===== config.mk =====
export PLATFORM = sky130hd
export DESIGN_NAME = adc_conversion_sequencer
export DESIGN_NICKNAME = d
export VERILOG_FILES = /design/src/rtl/adc_seq_pkg.sv /design/src/rtl/adc_conversion_sequencer.sv
export SDC_FILE = /design/constraint.sdc
export NUM_CORES = 1
export LEC_CHECK = 0
export BUFFER_PORTS_ARGS = -buffer_cell sky130_fd_sc_hd__buf_2
export CAP_MARGIN = 20
export CORE_MARGIN = 2
export CORE_UTILIZATION = 45
export CTS_CLUSTER_DIAMETER = 40
export DETAILED_ROUTE_END_ITERATION = 16
export GPL_TIMING_DRIVEN = 1
export PLACE_DENSITY = 0.65
export SLEW_MARGIN = 15
export SYNTH_ARGS = -nofsm -noshare
export SYNTH_HDL_FRONTEND = slang
export SYNTH_SLANG_ARGS = --single-unit

===== constraint.sdc =====
create_clock -name pclk -period 2.95 [get_ports pclk]
set_input_delay 0.59 -clock pclk [delete_from_list [all_inputs] [get_ports pclk]]
set_output_delay 0.59 -clock pclk [all_outputs]
set_load 0.02 [all_outputs]

===== src/rtl/adc_seq_pkg.sv =====
package adc_seq_pkg;

  // Register byte offsets on the APB side.
  localparam logic [7:0] OFF_CONV_CONTROL = 8'h00;
  localparam logic [7:0] OFF_CONV_CONFIG  = 8'h04;
  localparam logic [7:0] OFF_RESULT_HIGH  = 8'h08;
  localparam logic [7:0] OFF_RESULT_LOW   = 8'h0c;
  localparam logic [7:0] OFF_IRQ_STATUS   = 8'h10;
  localparam logic [7:0] OFF_IRQ_MASK     = 8'h14;
  localparam logic [7:0] OFF_TRIG_SETUP   = 8'h18;

  localparam logic [7:0] CONV_CONTROL_RESET = 8'h00;
  localparam logic [7:0] CONV_CONFIG_RESET  = 8'h00;
  localparam logic [7:0] RESULT_RESET       = 8'h00;
  localparam logic [4:0] TRIG_SETUP_RESET   = 5'h00;

  // Compare unit two mode that routes its special event to the converter.
  localparam logic [3:0] COMPARE_MODE_SPECIAL = 4'hb;

  // Clock select codes (three bits: high bit from config, low two from control).
  localparam logic [2:0] CLK_DIV2  = 3'h0;
  localparam logic [2:0] CLK_DIV4  = 3'h4;
  localparam logic [2:0] CLK_DIV8  = 3'h1;
  localparam logic [2:0] CLK_DIV16 = 3'h5;
  localparam logic [2:0] CLK_DIV32 = 3'h2;
  localparam logic [2:0] CLK_DIV64 = 3'h6;
  localparam logic [2:0] CLK_RC    = 3'h3;

  // Bit periods per conversion and after an abort.
  localparam logic [3:0] CONV_TAD_COUNT  = 4'hc;
  localparam logic [1:0] ABORT_TAD_COUNT = 2'h2;
  localparam int         RESULT_BITS     = 10;

  // Interrupt status and mask bit positions.
  localparam int IRQ_DONE_BIT     = 0;
  localparam int IRQ_PRIORITY_BIT = 1;

  typedef struct packed {
    logic [1:0] clk_low;
    logic [2:0] channel;
    logic       go;
    logic       unused;
    logic       power_on;
  } conv_control_s;

  typedef struct packed {
    logic       right_justify;
    logic       clk_high;
    logic [1:0] unused;
    logic [3:0] port_config;
  } conv_config_s;

  typedef enum logic [3:0] {
    S_OFF     = 4'b0001,
    S_SAMPLE  = 4'b0010,
    S_CONVERT = 4'b0100,
    S_HOLDOFF = 4'b1000
  } seq_state_e;

endpackage : adc_seq_pkg


===== src/rtl/adc_conversion_sequencer.sv =====
// Function
// RULE1: clearing go mid-conversion aborts it at once
// RULE2: abort leaves both result registers untouched
// RULE3: abort waits two bit periods before acquiring
// RULE4: after that wait, acquisition restarts automatically
// RULE5: software must not set go with power-on
// RULE6: compare mode 1011 trigger starts powered conversion
// RULE7: every special trigger clears the selected timer
// RULE8: powered off, trigger only clears the timer
// RULE9: software selects channel and waits acquisition first
// RULE10: completion loads results, clears go, sets flag
// RULE11: a conversion lasts twelve bit periods
// RULE12: go reads set throughout, cleared at completion
// RULE13: clock select picks divider or RC source
// RULE14: done flag interrupts when enabled, with priority
//
// The address map and the APB register port are this design's own decisions.
`timescale 1ns/1ps

module adc_conversion_sequencer
  import adc_seq_pkg::*;
(
  input  wire logic        pclk,
  input  wire logic        presetn,
  input  wire logic        psel,
  input  wire logic        penable,
  input  wire logic        pwrite,
  input  wire logic [7:0]  paddr,
  input  wire logic [31:0] pwdata,
  output logic             pready,
  output logic [31:0]      prdata,
  output logic             pslverr,
  input  wire logic        rc_clock_in,
  input  wire logic        comparator_in,
  input  wire logic        special_event_trigger,
  output logic             hold_connect,
  output logic [9:0]       sar_trial,
  output logic [2:0]       input_channel_select,
  output logic [3:0]       port_config,
  output logic             first_timer_clear,
  output logic             third_timer_clear,
  output logic             irq,
  output logic             irq_high_priority
);

  conv_control_s conv_control_reg;
  conv_config_s  conv_config_reg;
  logic [7:0]    result_high_byte;
  logic [7:0]    result_low_byte;
  logic [1:0]    irq_mask;
  logic          conv_done_flag;
  logic [3:0]    compare_two_mode_field;
  logic          timer_select;
  seq_state_e    state;
  seq_state_e    next_state;
  logic [5:0]    div_count;
  logic          tad_tick;
  logic [3:0]    tad_count;
  logic [9:0]    sar_value;
  logic [2:0]    rc_sync;
  logic          rc_level;
  logic          rc_level_prev;
  logic [2:0]    cmp_sync;
  logic          cmp_level;
  logic          status_seen;
  logic          done_event;
  logic          abort_event;
  logic          start_event;
  logic          sw_start;
  logic          hw_start;
  logic          trigger_routed;
  logic [2:0]    clock_select;
  logic [5:0]    div_limit;
  logic          setup_phase;
  logic          access_done;
  logic          wr_access;
  logic          rd_access;
  logic          addr_mapped;
  logic [31:0]   next_prdata;

  assign clock_select         = {conv_config_reg.clk_high, conv_control_reg.clk_low};
  assign input_channel_select = conv_control_reg.channel;
  assign port_config          = conv_config_reg.port_config;
  assign sar_trial            = sar_value;

  // APB: zero wait states, read data is captured in the setup cycle.
  assign setup_phase = psel && !penable;
  assign access_done = psel && penable;
  assign wr_access   = access_done && pwrite;
  assign rd_access   = access_done && !pwrite;
  assign pready      = 1'b1;

  always_comb begin
    if (paddr == OFF_CONV_CONTROL) begin
      addr_mapped = 1'b1;
    end else if (paddr == OFF_CONV_CONFIG) begin
      addr_mapped = 1'b1;
    end else if (paddr == OFF_RESULT_HIGH) begin
      addr_mapped = 1'b1;
    end else if (paddr == OFF_RESULT_LOW) begin
      addr_mapped = 1'b1;
    end else if (paddr == OFF_IRQ_STATUS) begin
      addr_mapped = 1'b1;
    end else if (paddr == OFF_IRQ_MASK) begin
      addr_mapped = 1'b1;
    end else if (paddr == OFF_TRIG_SETUP) begin
      addr_mapped = 1'b1;
    end else begin
      addr_mapped = 1'b0;
    end
  end

  assign pslverr = access_done && !addr_mapped;

  always_comb begin
    next_prdata = 32'h0000_0000;
    if (paddr == OFF_CONV_CONTROL) begin
      next_prdata[7:0] = {conv_control_reg.clk_low, conv_control_reg.channel,
                          state == S_CONVERT, 1'b0, conv_control_reg.power_on}; // RULE12
    end else if (paddr == OFF_CONV_CONFIG) begin
      next_prdata[7:0] = {conv_config_reg.right_justify, conv_config_reg.clk_high, 2'b00,
                          conv_config_reg.port_config};
    end else if (paddr == OFF_RESULT_HIGH) begin
      next_prdata[7:0] = result_high_byte;
    end else if (paddr == OFF_RESULT_LOW) begin
      next_prdata[7:0] = result_low_byte;
    end else if (paddr == OFF_IRQ_STATUS) begin
      next_prdata[IRQ_DONE_BIT] = conv_done_flag;
    end else if (paddr == OFF_IRQ_MASK) begin
      next_prdata[1:0] = irq_mask;
    end else if (paddr == OFF_TRIG_SETUP) begin
      next_prdata[4:0] = {timer_select, compare_two_mode_field};
    end
  end

  always_ff @(posedge pclk or negedge presetn) begin
    if (!presetn) begin
      prdata      <= 32'h0000_0000;
      status_seen <= 1'b0;
    end else if (setup_phase) begin
      prdata      <= next_prdata;
      status_seen <= (paddr == OFF_IRQ_STATUS) && conv_done_flag;
    end
  end

  // Control fields. The go bit itself lives in the state machine.
  always_ff @(posedge pclk or negedge presetn) begin
    if (!presetn) begin
      conv_control_reg <= CONV_CONTROL_RESET;
    end else if (wr_access && paddr == OFF_CONV_CONTROL) begin
      conv_control_reg          <= pwdata[7:0];
      conv_control_reg.go       <= 1'b0;
      conv_control_reg.unused   <= 1'b0;
    end
  end

  always_ff @(posedge pclk or negedge presetn) begin
    if (!presetn) begin
      conv_config_reg <= CONV_CONFIG_RESET;
    end else if (wr_access && paddr == OFF_CONV_CONFIG) begin
      conv_config_reg        <= pwdata[7:0];
      conv_config_reg.unused <= 2'b00;
    end
  end

  always_ff @(posedge pclk or negedge presetn) begin
    if (!presetn) begin
      {timer_select, compare_two_mode_field} <= TRIG_SETUP_RESET;
      irq_mask                               <= 2'b00;
    end else if (wr_access && paddr == OFF_TRIG_SETUP) begin
      {timer_select, compare_two_mode_field} <= pwdata[4:0];
    end else if (wr_access && paddr == OFF_IRQ_MASK) begin
      irq_mask <= pwdata[1:0];
    end
  end

  // Go handling: a start needs power already on before this write.
  assign sw_start    = wr_access && paddr == OFF_CONV_CONTROL && pwdata[2] &&
                       conv_control_reg.power_on && state == S_SAMPLE; // RULE5
  assign trigger_routed = special_event_trigger && compare_two_mode_field == COMPARE_MODE_SPECIAL;
  assign hw_start    = trigger_routed && conv_control_reg.power_on && state == S_SAMPLE; // RULE6 RULE8
  assign start_event = sw_start || hw_start;
  assign abort_event = state == S_CONVERT &&
                       ((wr_access && paddr == OFF_CONV_CONTROL && !pwdata[2]) ||
                        !conv_control_reg.power_on); // RULE1
  assign done_event  = state == S_CONVERT && tad_tick && tad_count == CONV_TAD_COUNT - 4'h1 &&
                       !abort_event; // RULE11

  // The timer is cleared even when the converter ignores the trigger.
  always_ff @(posedge pclk or negedge presetn) begin
    if (!presetn) begin
      first_timer_clear <= 1'b0;
      third_timer_clear <= 1'b0;
    end else begin
      first_timer_clear <= trigger_routed && !timer_select; // RULE7 RULE8
      third_timer_clear <= trigger_routed && timer_select; // RULE7 RULE8
    end
  end

  // Pin inputs pass three flops; a level counts once the last two agree.
  always_ff @(posedge pclk or negedge presetn) begin
    if (!presetn) begin
      rc_sync   <= 3'b000;
      rc_level  <= 1'b0;
      cmp_sync  <= 3'b000;
      cmp_level <= 1'b0;
    end else begin
      rc_sync  <= {rc_sync[1:0], rc_clock_in};
      cmp_sync <= {cmp_sync[1:0], comparator_in};
      if (rc_sync[2] == rc_sync[1]) begin
        rc_level <= rc_sync[2];
      end
      if (cmp_sync[2] == cmp_sync[1]) begin
        cmp_level <= cmp_sync[2];
      end
    end
  end

  always_comb begin
    case (clock_select)
      CLK_DIV2:  div_limit = 6'h01;
      CLK_DIV4:  div_limit = 6'h03;
      CLK_DIV8:  div_limit = 6'h07;
      CLK_DIV16: div_limit = 6'h0f;
      CLK_DIV32: div_limit = 6'h1f;
      default:   div_limit = 6'h3f;
    endcase
  end

  // Bit-period enable from the divider or from the RC source edges.
  always_ff @(posedge pclk or negedge presetn) begin
    if (!presetn) begin
      div_count     <= 6'h00;
      rc_level_prev <= 1'b0;
      tad_tick      <= 1'b0;
    end else begin
      rc_level_prev <= rc_level;
      if (state == S_OFF || start_event || abort_event) begin
        div_count <= 6'h00;
        tad_tick  <= 1'b0;
      end else if (clock_select == CLK_RC) begin
        div_count <= 6'h00;
        tad_tick  <= rc_level && !rc_level_prev; // RULE13
      end else if (div_count >= div_limit) begin
        div_count <= 6'h00;
        tad_tick  <= 1'b1; // RULE13
      end else begin
        div_count <= div_count + 6'h01;
        tad_tick  <= 1'b0;
      end
    end
  end

  always_comb begin
    next_state = state;
    case (state)
      S_OFF: begin
        if (conv_control_reg.power_on) begin
          next_state = S_SAMPLE;
        end
      end
      S_SAMPLE: begin
        if (!conv_control_reg.power_on) begin
          next_state = S_OFF;
        end else if (start_event) begin
          next_state = S_CONVERT;
        end
      end
      S_CONVERT: begin
        if (abort_event) begin
          next_state = S_HOLDOFF; // RULE1 RULE3
        end else if (done_event) begin
          next_state = S_SAMPLE; // RULE10 RULE12
        end
      end
      S_HOLDOFF: begin
        if (!conv_control_reg.power_on) begin
          next_state = S_OFF;
        end else if (tad_tick && tad_count == {2'b00, ABORT_TAD_COUNT} - 4'h1) begin
          next_state = S_SAMPLE; // RULE4
        end
      end
      default: next_state = S_OFF;
    endcase
  end

  always_ff @(posedge pclk or negedge presetn) begin
    if (!presetn) begin
      state <= S_OFF;
    end else begin
      state <= next_state;
    end
  end

  // Bit-period counter and successive approximation register.
  always_ff @(posedge pclk or negedge presetn) begin
    if (!presetn) begin
      tad_count <= 4'h0;
      sar_value <= 10'h000;
    end else if (next_state != state) begin
      tad_count <= 4'h0;
      sar_value <= (next_state == S_CONVERT) ? 10'h200 : 10'h000;
    end else if (tad_tick && (state == S_CONVERT || state == S_HOLDOFF)) begin
      tad_count <= tad_count + 4'h1;
      if (state == S_CONVERT && tad_count >= 4'h1 && tad_count <= 4'(RESULT_BITS)) begin
        sar_value[4'(RESULT_BITS) - tad_count] <= cmp_level;
        if (tad_count < 4'(RESULT_BITS)) begin
          sar_value[4'(RESULT_BITS) - 4'h1 - tad_count] <= 1'b1;
        end
      end
    end
  end

  // Results change only on completion or a software write.
  always_ff @(posedge pclk or negedge presetn) begin
    if (!presetn) begin
      result_high_byte <= RESULT_RESET;
      result_low_byte  <= RESULT_RESET;
    end else if (done_event) begin
      if (conv_config_reg.right_justify) begin
        result_high_byte <= {6'h00, sar_value[9:8]}; // RULE10
        result_low_byte  <= sar_value[7:0]; // RULE10
      end else begin
        result_high_byte <= sar_value[9:2]; // RULE10
        result_low_byte  <= {sar_value[1:0], 6'h00}; // RULE10
      end
    end else if (wr_access && paddr == OFF_RESULT_HIGH) begin
      result_high_byte <= pwdata[7:0]; // RULE2
    end else if (wr_access && paddr == OFF_RESULT_LOW) begin
      result_low_byte <= pwdata[7:0]; // RULE2
    end
  end

  // Done flag: a new completion wins over the read that clears it.
  always_ff @(posedge pclk or negedge presetn) begin
    if (!presetn) begin
      conv_done_flag <= 1'b0;
    end else if (done_event) begin
      conv_done_flag <= 1'b1; // RULE10 RULE14
    end else if (rd_access && paddr == OFF_IRQ_STATUS && status_seen) begin
      conv_done_flag <= 1'b0; // RULE14
    end
  end

  always_ff @(posedge pclk or negedge presetn) begin
    if (!presetn) begin
      hold_connect      <= 1'b0;
      irq               <= 1'b0;
      irq_high_priority <= 1'b0;
    end else begin
      hold_connect      <= next_state == S_SAMPLE; // RULE10
      irq               <= (conv_done_flag || done_event) && irq_mask[IRQ_DONE_BIT]; // RULE14
      irq_high_priority <= irq_mask[IRQ_PRIORITY_BIT]; // RULE14
    end
  end

endmodule : adc_conversion_sequencer


Yosys cells after proc, flatten, opt, wreduce, memory -nomap -nowiden
Cells that the tools add are included.

operators by class
  $add $sub $neg = 4
  $mul = 0
  divide/modulo/power cells = 0
  order comparisons = 8
  eq/ne operators = 24
  shift operators = 0
  muxes and demuxes = 53
  bitwise logic cells = 2
  reduce and logical (&&, ||, !) cells = 59

operators with widths
  cell                number
  $mux 8              10
  $mux 10             5
  $mux 4              10
  $logic_and 1x1->1   35
  $pmux 6 s5          1
  $eq 8x5->1 const B  3
  $mux 6              3
  $eq 8x4->1 const B  2
  $pmux 4 s4          1
  $mux 1              15
  $eq 4x4->1 const B  3
  $ge 4x1->1 const B  3
  $bwmux 10           1
  $lt 4x5->1 const B  2
  $mux 5              2
  $or 10x10->10       1
  $reduce_bool 2->1   5
  $demux 1 s4         2
  $eq 4x1->1 const B  2
  $eq 4x2->1 const B  2
  $eq 4x3->1 const B  2
  $eq 8x3->1 const B  1
  $logic_not 1->1     8
  $logic_not 8->1     1
  other kinds (18)    30

storage, ports and cells
  flip-flop bits (word level) = 84
  latch bits = 0
  memory bits (writable) = 0
  memory bits (read-only) = 0
  bits of input ports = 48
  output and inout bits = 56
  word-level logic and storage cells = 179
  memories kept = 0

Depth between registers and ports, before layout
Gate-level depths: netlist of run 1.

  depth in word-level cells = 14
  mapped depth = 10
  mapped depth without buffers = 8

Worst setup path before layout of run 1
No wires, ideal clock.

  path type = input-to-reg
  start = in paddr[4]
  end = reg sar_value[6] (netlist: sar_trial[6])
  arrival = 2.755 ns
  path slack = 0.122 ns
  stages = 10
  path buffers = 4
  cells stage by stage = buf_2 -> or4_4 -> buf_6 -> nor4_4 -> nor4bb_1 -> buf_6 -> a211o_1 -> a221o_1 -> buf_4 -> a21oi_2

between the ends
  cells in the longest elaborated chain, start to end = 13

RTL lines
  element                             RTL line                                                          text
  start: declaration                  adc_conversion_sequencer.sv:28                                    input wire logic [7:0] paddr,
  $logic_not 8->1 (*)                 adc_conversion_sequencer.sv:178, adc_conversion_sequencer.sv:184
  $logic_and 1x1->1 (*)               adc_conversion_sequencer.sv:178, adc_conversion_sequencer.sv:184
  $logic_and 1x1->1                   adc_conversion_sequencer.sv:184                                   ((wr_access && paddr == OFF_CONV_CONTROL && !pwdata[2]) ||
  $logic_or 1x1->1                    adc_conversion_sequencer.sv:184
  $logic_and 1x1->1                   adc_conversion_sequencer.sv:183                                   assign abort_event = state == S_CONVERT &&
  $logic_not 1->1                     adc_conversion_sequencer.sv:187                                   !abort_event;
  $logic_and 1x1->1                   adc_conversion_sequencer.sv:186                                   assign done_event = state == S_CONVERT && tad_tick && tad_count == CONV_TAD_COUNT - 4'h1 &&
  $mux 4                              adc_conversion_sequencer.sv:272                                   end else if (done_event) begin
  $mux 4                              adc_conversion_sequencer.sv:270                                   if (abort_event) begin
  $pmux 4 s4 (*)                      adc_conversion_sequencer.sv:256                                   case (state)
  $ne 4x4->1 (*)                      adc_conversion_sequencer.sv:300                                   end else if (next_state != state) begin
  $reduce_bool 2->1 (no source line)  --
  $reduce_and 2->1 (no source line)   --
  end signal: assignment              adc_conversion_sequencer.sv:302                                   sar_value <= (next_state == S_CONVERT) ? 10'h200 : 10'h000;
  end signal: indexed assignment      adc_conversion_sequencer.sv:306                                   sar_value[4'(RESULT_BITS) - tad_count] <= cmp_level;
  end: declaration                    adc_conversion_sequencer.sv:59                                    logic [9:0] sar_value;

Mark *: on every way between the ends. The rest lies on a longest branch, timed or not.
A chain may end at the register's enable or synchronous reset.

Worst setup path after layout of run 1
  start = reg tad_count[0]
  end = reg sar_value[3] (netlist: sar_trial[3])

between the ends
  cells in the longest elaborated chain, start to end = 11

RTL lines
  element                                                                RTL line                         text
  start: declaration                                                     adc_conversion_sequencer.sv:58   logic [3:0] tad_count;
  start signal: assignment                                               adc_conversion_sequencer.sv:304  tad_count <= tad_count + 4'h1;
  $sub 4x4->4                                                            adc_conversion_sequencer.sv:306
  $lt 4x5->1 (not written as such) / $ge 4x1->1 (equally long branches)  adc_conversion_sequencer.sv:306
  $logic_and 1x1->1 (not written as such)                                adc_conversion_sequencer.sv:306
  $mux 1 (not written as such)                                           adc_conversion_sequencer.sv:306
  $demux 1 s4                                                            adc_conversion_sequencer.sv:306
  $bwmux 10                                                              adc_conversion_sequencer.sv:306
  $or 10x10->10 (no source line)                                         --
  $mux 10                                                                adc_conversion_sequencer.sv:307  if (tad_count < 4'(RESULT_BITS)) begin
  $mux 10                                                                adc_conversion_sequencer.sv:305  if (state == S_CONVERT && tad_count >= 4'h1 && tad_count <= 4'(RESULT_BITS)) begin
  $mux 10                                                                adc_conversion_sequencer.sv:303  end else if (tad_tick && (state == S_CONVERT || state == S_HOLDOFF)) begin
  $mux 10                                                                adc_conversion_sequencer.sv:300

Several ways; a longest one is shown, not always the timed one. The select of a mux whose other input is x is not followed.

==> results.toml, run 1 <==
[place]
dpl_cell_area_mm2 = 0.005065
globalplace.congestion = 0.9795
io_buffers = 54
post-place-ws_ps = 43.40
dp_hpwl_mm = 8.106

[logic_synthesis]
yosysSeqAreaShare = 0.4473
synth_edf_count = 0
syn_area_per_cell_um2 = 10.03
ys_warn_count = 0
synth-seq-cells = 84
synth_area_mm2 = 0.004702
ys_async_sr_fraction = 1.000
syn_inst = 469
ys.flop_type = "dfrtp_1"
synth_cell_types = 55

[sta]
rsz0062_at_grt = "no"
hold_viol = 0
fmax_ghz = 0.3802
min_period_ps = 2630
fin_skew_ps = 11.72
slew-limit-headroom = 0.3282
worst_pin_slew_ps = 1002
final.period_utilization = 0.8916
setup_slack_ps = 319.9
drv_slew = 0
setup_viol = 0
tns_ps = 0

[clock_tree]
cts.repair.resized = 0
clock_sink_count = 84
clkLatencyLatePin_ps = 360
post_cts_buffers = 0
clock_path_buffers = 2
cts_root_buffer = "clkbuf_8"
clk_pin_slew_ps = 80
cts_hold_buf = 0
htree_levels = 3
cts_tree = "done"
cts_buffers = 9

[critical_path]
cp.arrival_ps = 2860
cp_max_fo = 9
critPathKind = "flip-flop to flip-flop"
cp-start-kind = "flip-flop"
cp_top_family = "compound AO/OA/AOI/OAI gates"
regToRegSetupSlack_ps = 320
cp_slowest_cell = "a211oi_1"
path_cells = "inv_1 > ha_1 > nand2b_1 > a21boi_0 > a211oi_1 > nand4b_1 > mux2i_1 > a21oi_1"
end_kind = "flip-flop"
cp_num_buf_inv = 1
slowest_delay_ps = 810
critPathRequiredTime_ps = 3180

[detailed_routing]
wl_per_cell_um = 16.64
vias = 3654
viasPerCell = 5.486
route.detailed.drc = 0
ant_nets = 0
first_iter_violations = 262
first_pass_iters = 6
drt-total-wl_mm = 11.08

[grt]
grt_antenna_before_repair = 0
grt_max_degree = 53
grt_pass1_vias = 3462
overflow = 0
grt_pass1_wl_mm = 18.19
grtUsageTotal = 0.2063

[floorplan]
dieWidth_um = 106.2
pin_count = 104
initial_core_util = 0.4596
rows = 37
die_h_um = 106.2
coreArea_mm2 = 0.01023
die-area_mm2 = 0.01128

[final_layout]
n_antenna_cell = 0
largest_register_ffs = 10
final_cell_area_mm2 = 0.005294
nets = 587
postLayoutCoreUtil = 0.5174
area_growth_pct = 12.59
drive_gt1_frac = 0.2264

[power]
clkPwrFrac = 0.408
p_leak_nw = 2.524
seq_power_share = 0.518
power_frac_comb = 0.074
irDropWorstVdd_v = 0.0004034
p_sw_mw = 0.5861
power_density_mw_per_mm2 = 434.7
p_int_mw = 1.715
p_sw_frac = 0.2547

[min_path]
hp-class = "input pin to asynchronous set/reset pin"

[outcome]
outcome = "completed"

[run]
drv_cap = 0
-- placed cells by master (no fill, tap or decap), types with 3 or more instances in the layout --
| cell | count |
|---|---|
| buf_4 | 18 |
| inv_1 | 11 |
| and3_1 | 4 |
| a22o_1 | 5 |
| nand3b_1 | 9 |
| o21ai_0 | 32 |
| nor2b_1 | 9 |
| a211oi_1 | 6 |
| a221oi_1 | 5 |
| nand2b_1 | 11 |
| a21oi_1 | 14 |
| nor2_1 | 31 |
| nor3_1 | 7 |
| conb_1 | 25 |
| a21oi_2 | 6 |
| clkbuf_8 | 9 |
| a31oi_1 | 6 |
| and2_1 | 4 |
| a21o_1 | 3 |
| nand2_1 | 40 |
| nand4_1 | 5 |
| mux2i_1 | 30 |
| nand3_1 | 20 |
| xor2_1 | 3 |
| buf_2 | 53 |
| dfrtp_1 | 83 |
| xnor2_1 | 6 |
| ha_1 | 14 |
| mux2_2 | 19 |
-- worst register-to-register path, delay by kind of cell (launching register included) --
| kind | cells | cell delay [ps] |
|---|---|---|
| flops | 1 | 470 |
| buf+inv | 1 | 120 |
| fa+ha+maj | 1 | 310 |
| compound gates | 3 | 1020 |
| mux | 1 | 220 |
| simple gates | 2 | 360 |
-- cells in the mapped netlist, drive strengths merged, types with 5 or more instances --
cell type	count	area, µm²
dfrtp	83	2077
buf	40	291.5
nand2	40	150.1
o21ai	32	160.2
nor2	31	116.4
mux2i	30	300.3
a21oi	20	122.6
nand3	20	100.1
mux2	19	214.0
ha	14	175.2
inv	11	41.29
nand2b	11	68.82
clkbuf	10	37.54
nand3b	9	67.56
nor2b	9	56.30
nor3	7	35.03
a211oi	6	45.04
a31oi	6	37.54
xnor2	6	52.55
a221oi	5	43.79
a22o	5	43.79
nand4	5	31.28
nor4	5	58.80
-- cell type report --
cell class	count	area, µm²
clock inverters	7	105.1
multi-input cells	347	2330
inverters	11	41.29
flip-flops and latches	84	2103
clock buffers	9	123.9
well taps	136	170.2
repair buffers	72	420.4
fillers	945	4937
-- cell families after synthesis --
kind of cell | Yosys count | synth area share
buffers and inverters | 61 | 0.07877
other | 2 | 0.001597
AND/OR/NAND/NOR | 156 | 0.1770
multiplexers | 49 | 0.1094
XOR/XNOR | 9 | 0.01677
AO/OA/AOI/OAI | 92 | 0.1277
adder cells (fa/ha/maj) | 16 | 0.04151
flip-flops | 84 | 0.4473
-- power groups by stage --
stage                     Combinational (mW)  Clock [mW]  Sequential (mW)
after global routing                   0.191        1.01             1.20
after detailed placement               0.171           0             1.22
final                                  0.170       0.938             1.19
after global placement                 0.169           0             1.21
after floorplan                        0.113           0             1.22
after CTS                              0.172       0.966             1.19
-- final timing paths --
kind | from | end | cells after the start
worst max-delay path | tad_count[0]$_DFFE_PN0P_ | sar_trial[3]$_DFFE_PN0P_ | 8
worst min-delay path | presetn | tad_count[1]$_DFFE_PN0P_ | 1
worst max register to register | tad_count[0]$_DFFE_PN0P_ | sar_trial[3]$_DFFE_PN0P_ | 8
worst min register to register | cmp_sync[0]$_DFF_PN0_ | cmp_sync[1]$_DFF_PN0_ | 0
max in group asynchronous | presetn | input_channel_select[2]$_DFFE_PN0N_ | 2
min in group pclk | comparator_in | cmp_sync[0]$_DFF_PN0_ | 1
-- per-layer routing --
layer,up-vias,share of wire,global-route usage
met5,-,0,0
met4,0,0.017,0.06955
met3,12,0.058,0.03372
met2,127,0.46,0.3191
met1,1784,0.46,0.2952
li1,1731,-,-
-- stage by stage --
step | hold WS [ps] | instances | total power, mW
6_report | 264.2 | 666 | 2.301
5_1_grt | 309.2 | 666 | 2.397
4_1_cts | 281.9 | 666 | 2.331
3_5_place_dp | 341.0 | 650 | 1.387
3_3_place_gp | 338.1 | 650 | 1.383
2_1_floorplan | 294.4 | 492 | 1.329
No activity file was read; power rests on OpenSTA's default activity.
==> inputs of run 2 (changes only) <==
--- a/config.mk
+++ b/config.mk
@@ -12,6 +12,7 @@
 export CTS_CLUSTER_DIAMETER = 40
 export DETAILED_ROUTE_END_ITERATION = 16
 export GPL_TIMING_DRIVEN = 1
+export MAX_ROUTING_LAYER = met4
 export PLACE_DENSITY = 0.65
 export SLEW_MARGIN = 15
 export SYNTH_ARGS = -nofsm -noshare
==> results.toml, run 2 (synthesis results as in run 1) <==
[outcome]
outcome = "completed"

[detailed_routing]
wl_per_cell_um = 16.11
vias = 3642
dr_wl_met3_um = 594
drt-met1-wl_mm = 5.104
routed.top_layer = "met4"
ant_nets = 0
first_iter_violations = 244
drt-total-wl_mm = 10.73
viasPerCell = 5.468
first_pass_iters = 5
routed-wl-met2_mm = 4.957
route.detailed.drc = 0

[critical_path]
worstReg2RegStart = "tad_count[0]$_DFFE_PN0P_"
end_kind = "flip-flop"
cp_max_fo = 9
critPathRequiredTime_ps = 3160
path_cells = "inv_1 > ha_1 > nand2b_1 > a21boi_0 > a211oi_1 > nand4b_1 > mux2i_1 > a21oi_1"
r2r-end = "sar_trial[3]$_DFFE_PN0P_"
cp.arrival_ps = 2890
regToRegSetupSlack_ps = 270
critPathKind = "flip-flop to flip-flop"
cp-start-kind = "flip-flop"
cp_slowest_cell = "a211oi_1"
reg2regPathDepth = 8
slowest_delay_ps = 850

[sta]
slew-limit-headroom = 0.2900
min_period_ps = 2680
final.period_utilization = 0.9085
setup_viol = 0
fin_skew_ps = 12.73
rsz0062_at_grt = "no"
worst_pin_slew_ps = 1059
drv_slew = 0
tns_ps = 0
hold_viol = 0
fmax_ghz = 0.3731

[grt]
grt_antenna_before_repair = 0
grt_pass1_vias = 3382
grt_max_degree = 85
grtUsageTotal = 0.2034
overflow = 0
grt_pass1_wl_mm = 17.64

[power]
p_sw_mw = 0.5766
power_density_mw_per_mm2 = 417.6
irDropWorstVdd_v = 0.0002172
p_int_mw = 1.621
p_leak_nw = 2.512
power_frac_comb = 0.077
power_mw = 2.198
seq_power_share = 0.542
clkPwrFrac = 0.381
p_sw_frac = 0.2623

[clock_tree]
cts_hold_buf = 0
htree_levels = 3
post_cts_buffers = 0
clock_sink_count = 84
cts.repair.resized = 0
clk_pin_slew_ps = 90
cts_root_buffer = "clkbuf_8"
cts_buffers = 9
clock_path_buffers = 2
cts_tree = "done"
clkLatencyLatePin_ps = 350

[final_layout]
layout_common_cells = "83 x dfrtp_1, 53 x buf_2, 40 x nand2_1"
n_antenna_cell = 0
layout_commonest_cell = "dfrtp_1"
postLayoutCoreUtil = 0.5144
fill_cells = 963
nets = 587
largest_register_ffs = 10
area_growth_pct = 11.92
seqCellArea_mm2 = 0.002103
final_cell_area_mm2 = 0.005263
drive_gt1_frac = 0.2264
multi_input_area_mm2 = 0.002330

[floorplan]
dieWidth_um = 106.2
coreArea_mm2 = 0.01023
die-area_mm2 = 0.01128
die_h_um = 106.2
rows = 37
pin_count = 104
initial_core_util = 0.4596

[place]
dp_hpwl_mm = 7.797
io_buffers = 54
globalplace.congestion = 0.9685
dpl_cell_area_mm2 = 0.005065

[run]
drv_cap = 0

[min_path]
hp-class = "input pin to asynchronous set/reset pin"
## run 2: cell types whose count changed in the layout (fill, tap and decap cells not counted), sizes merged
cell	before	now
inv	14	13
bufinv	2	1
clkinv	1	3
## run 2: critical path, delay by kind of cell, from the launching register on
family          cells  cell delay, ps
flops               1             470
compound gates      3            1060
simple gates        2             380
mux                 1             210
fa+ha+maj           1             300
buf+inv             1             120
## run 2: metrics by stage
step / worst slack [ps] / hold slack (ps) / std cells
after floorplan: 121.5 / 294.4 / 492
after global placement: 36.21 / 337.2 / 650
after detailed placement: 30.27 / 343.4 / 650
after CTS: 271.9 / 276.7 / 666
after global routing: 6.237 / 273.0 / 666
final: 270.1 / 241.1 / 666
## run 2: cell type report
class                           instances  share of cell area
Clock inverter                          7             0.01403
Sequential cell                        84              0.3997
Inverter                               11            0.007846
Tap cell                              136             0.03233
Timing Repair Buffer                   72             0.07989
Multi-Input combinational cell        347              0.4427
Clock buffer                            9             0.02354
## run 2: per-layer routing
layer,vias to the layer above,GRT usage
li1,1728,-
met1,1788,0.2966
met2,122,0.2967
met3,4,0.03188
met4,0,0.05357
met5,-,-
## run 2: worst max path at each step
stage	from	endpoint	slack, ps	cells past startpoint
final	tad_count[0]$_DFFE_PN0P_	sar_trial[3]$_DFFE_PN0P_	270	8
after global routing	tad_count[0]$_DFFE_PN0P_	sar_trial[3]$_DFFE_PN0P_	6	8
after CTS	tad_count[0]$_DFFE_PN0P_	sar_trial[3]$_DFFE_PN0P_	270	8
after detailed placement	paddr[1]	sar_trial[7]$_DFFE_PN0P_	30	7
after global placement	paddr[1]	sar_trial[4]$_DFFE_PN0P_	40	8
after floorplan	paddr[4]	sar_trial[6]$_DFFE_PN0P_	120	10
## run 2: power by group through the flow
stage               registers [mW]  logic [mW]  clock network (mW)
finish                        1.19       0.169               0.836
global route                  1.20       0.190               0.909
CTS                           1.19       0.171               0.855
detailed placement            1.22       0.171                   0
global placement              1.21       0.168                   0
floorplan                     1.22       0.113                   0
==> inputs of run 3 (changes only) <==
--- a/config.mk
+++ b/config.mk
@@ -5,6 +5,7 @@
 export SDC_FILE = /design/constraint.sdc
 export NUM_CORES = 1
 export LEC_CHECK = 0
+export ABC_AREA = 1
 export BUFFER_PORTS_ARGS = -buffer_cell sky130_fd_sc_hd__buf_2
 export CAP_MARGIN = 20
 export CORE_MARGIN = 2
==> results.toml, run 3 <==
[logic_synthesis]
syn_area_per_cell_um2 = 8.175
synth.most_common_cell = "nand2_1"
synth_mux_area_frac = 0.002371
synth-seq-cells = 84
ys_async_sr_fraction = 1.000
yosys-top-cells-count = "110 x nand2_1, 83 x dfrtp_1, 68 x nor2_1, 47 x inv_1, 37 x nand3_1"
yosysSeqAreaShare = 0.4428
synth_edf_count = 0
synth_area_mm2 = 0.004750
synth_top_family_by_area = "simple AND/OR/NAND/NOR gates"
synthXorXnorAreaFrac = 0.01475
synth_top_cell_by_area = "dfrtp_1"
synth_top_area_share = 0.4373
synth_compound_area_frac = 0.1059
ys_warn_count = 0
synth_cell_types = 42
synth-simple-area-share = 0.2808
ys.flop_type = "dfrtp_1"
syn_inst = 581
synth_adder_area_share = 0.04110
synth.area.top_cells = "dfrtp_1 44%, nand2_1 8.7%, buf_4 5.7%, nor2_1 5.4%, nand3_1 3.9%"

[critical_path]
r2r-end = "sar_trial[9]$_DFFE_PN0P_"
path_cells = "buf_2 > inv_1 > nor2_1 > nand2_1 > nor2_4 > inv_2 > nand4_1 > nor4_1 > buf_2"
slowest_delay_ps = 220
end_kind = "primary output"
critPathKind = "input pin to primary output"
cp_common_cell = "buf_2"
regToRegSetupSlack_ps = 780
cp-start-kind = "input pin"
critPathRequiredTime_ps = 2360
reg2regPathDepth = 14
cp_slowest_cell = "buf_2"
cp_max_fo = 9
cp.arrival_ps = 1670
worstReg2RegStart = "tad_count[1]$_DFFE_PN0P_"

[place]
post-place-ws_ps = 590.9
globalplace.congestion = 0.9247
dpl.cell_count = 756
dp_hpwl_mm = 8.343
io_buffers = 54

[floorplan]
rows = 37
pin_count = 104
die-area_mm2 = 0.01139
dieWidth_um = 106.7
initial_core_util = 0.4621
coreArea_mm2 = 0.01028
die_h_um = 106.7

[final_layout]
finalNonFillerCells = 772
area_growth_pct = 10.01
layout_common_cells = "110 x nand2_1, 83 x dfrtp_1, 68 x nor2_1"
layout_commonest_cell = "nand2_1"
largest_register_ffs = 10
n_antenna_cell = 0
nets = 693
drive_gt1_frac = 0.1918

[clock_tree]
clkLatencyLatePin_ps = 360
cts_buffers = 9
post_cts_buffers = 0
cts_tree = "done"
cts.repair.resized = 0
htree_levels = 3
clock_path_buffers = 2
cts_hold_buf = 0
clk_pin_slew_ps = 100
clock_sink_count = 84
cts_root_buffer = "clkbuf_8"

[grt]
grt_pass1_vias = 3778
grt_max_degree = 45
overflow = 0
grt_pass1_wl_mm = 18.82
grtUsageTotal = 0.2162
grt_antenna_before_repair = 0

[detailed_routing]
vias = 3956
viasPerCell = 5.124
drt-total-wl_mm = 11.15
first_pass_iters = 8
ant_nets = 0
route.detailed.drc = 0
first_iter_violations = 270
wl_per_cell_um = 14.44

[min_path]
hp-class = "input pin to asynchronous set/reset pin"

[power]
p_int_mw = 1.690
p_sw_mw = 0.6670
p_sw_frac = 0.2830
seq_power_share = 0.518
p_leak_nw = 2.590
power_frac_comb = 0.119
clkPwrFrac = 0.362
irDropWorstVdd_v = 0.0002579
power_density_mw_per_mm2 = 451.1

[sta]
slew-limit-headroom = 0.4620
final.period_utilization = 0.7656
rsz0062_at_grt = "no"
tns_ps = 0
fmax_ghz = 0.4428
setup_slack_ps = 691.4
drv_slew = 0
setup_viol = 0
min_period_ps = 2259
hold_viol = 0
worst_pin_slew_ps = 800.2
fin_skew_ps = 20.03

[outcome]
outcome = "completed"

[run]
drv_cap = 0
## run 3: cell count changes after synthesis, moves of 7 or more
cell,change
a21oi_1,+11
a31oi_1,+13
inv_1,+36
mux2_2,-18
mux2i_1,-30
nand2_1,+70
nand2b_1,-11
nand3_1,+17
nand3b_1,-7
nand4_1,+20
nor2_1,+37
nor2_2,+14
nor2b_1,-9
## run 3: cell families after synthesis
| family | count (synthesis) |
|---|---|
| AOI/OAI and AO/OA | 89 |
| xor gates and xnor gates | 8 |
| adders and majority gates | 16 |
| buffers and inverters | 99 |
| DFF | 84 |
| muxes | 1 |
| other | 2 |
| and+or+nand+nor | 282 |
## run 3: worst max-delay path, delay by kind of cell
family                 cells  cell delay [ps]
and+or+nand+nor            5              600
buffers and inverters      4              470
## run 3: per-layer routing
layer,part of all wire,vias to the layer above,track usage
met5,0,-,-
met4,0.012,0,0.05844
met3,0.044,13,0.03951
met2,0.48,106,0.3417
met1,0.46,1868,0.2886
li1,-,1969,-
## run 3: worst max-delay path by stage
stage | to | startpoint
after floorplan | pslverr | paddr[3]
after global placement | result_low_byte[4]$_DFFE_PN0P_ | paddr[7]
final | pslverr | paddr[3]
after global routing | sar_trial[6]$_DFFE_PN0P_ | tad_count[1]$_DFFE_PN0P_
after CTS | pslverr | paddr[3]
after detailed placement | result_low_byte[1]$_DFFE_PN0P_ | paddr[1]
## run 3: metrics by stage
| step | hold slack [ps] | total power [mW] | utilization | area [µm²] |
|---|---|---|---|---|
| global route | 249.4 | 2.473 | 0.5084 | 5225 |
| CTS | 231.6 | 2.379 | 0.5084 | 5225 |
| floorplan | 294.4 | 1.460 | - | 4836 |
| detailed placement | 335.8 | 1.527 | 0.4881 | 5016 |
| finish | 219.8 | 2.357 | 0.5084 | 5225 |
| global placement | 335.3 | 1.523 | 0.4881 | 5016 |
## run 3: power groups by stage
| stage | sequential [mW] | clock (mW) | combinational, mW |
|---|---|---|---|
| floorplan | 1.25 | 0 | 0.210 |
| global placement | 1.24 | 0 | 0.280 |
| detailed placement | 1.24 | 0 | 0.282 |
| CTS | 1.22 | 0.873 | 0.284 |
| global route | 1.23 | 0.926 | 0.318 |
| finish | 1.22 | 0.854 | 0.282 |
## run 3: cell type report
cell class	instances	area, µm²
fillers	1036	5052
multi-input cells	421	2207
flip-flops and latches	84	2103
repair buffers	63	340.3
inverters	52	195.2
well taps	136	170.2
clock buffers	10	137.6
clock inverters	6	71.32
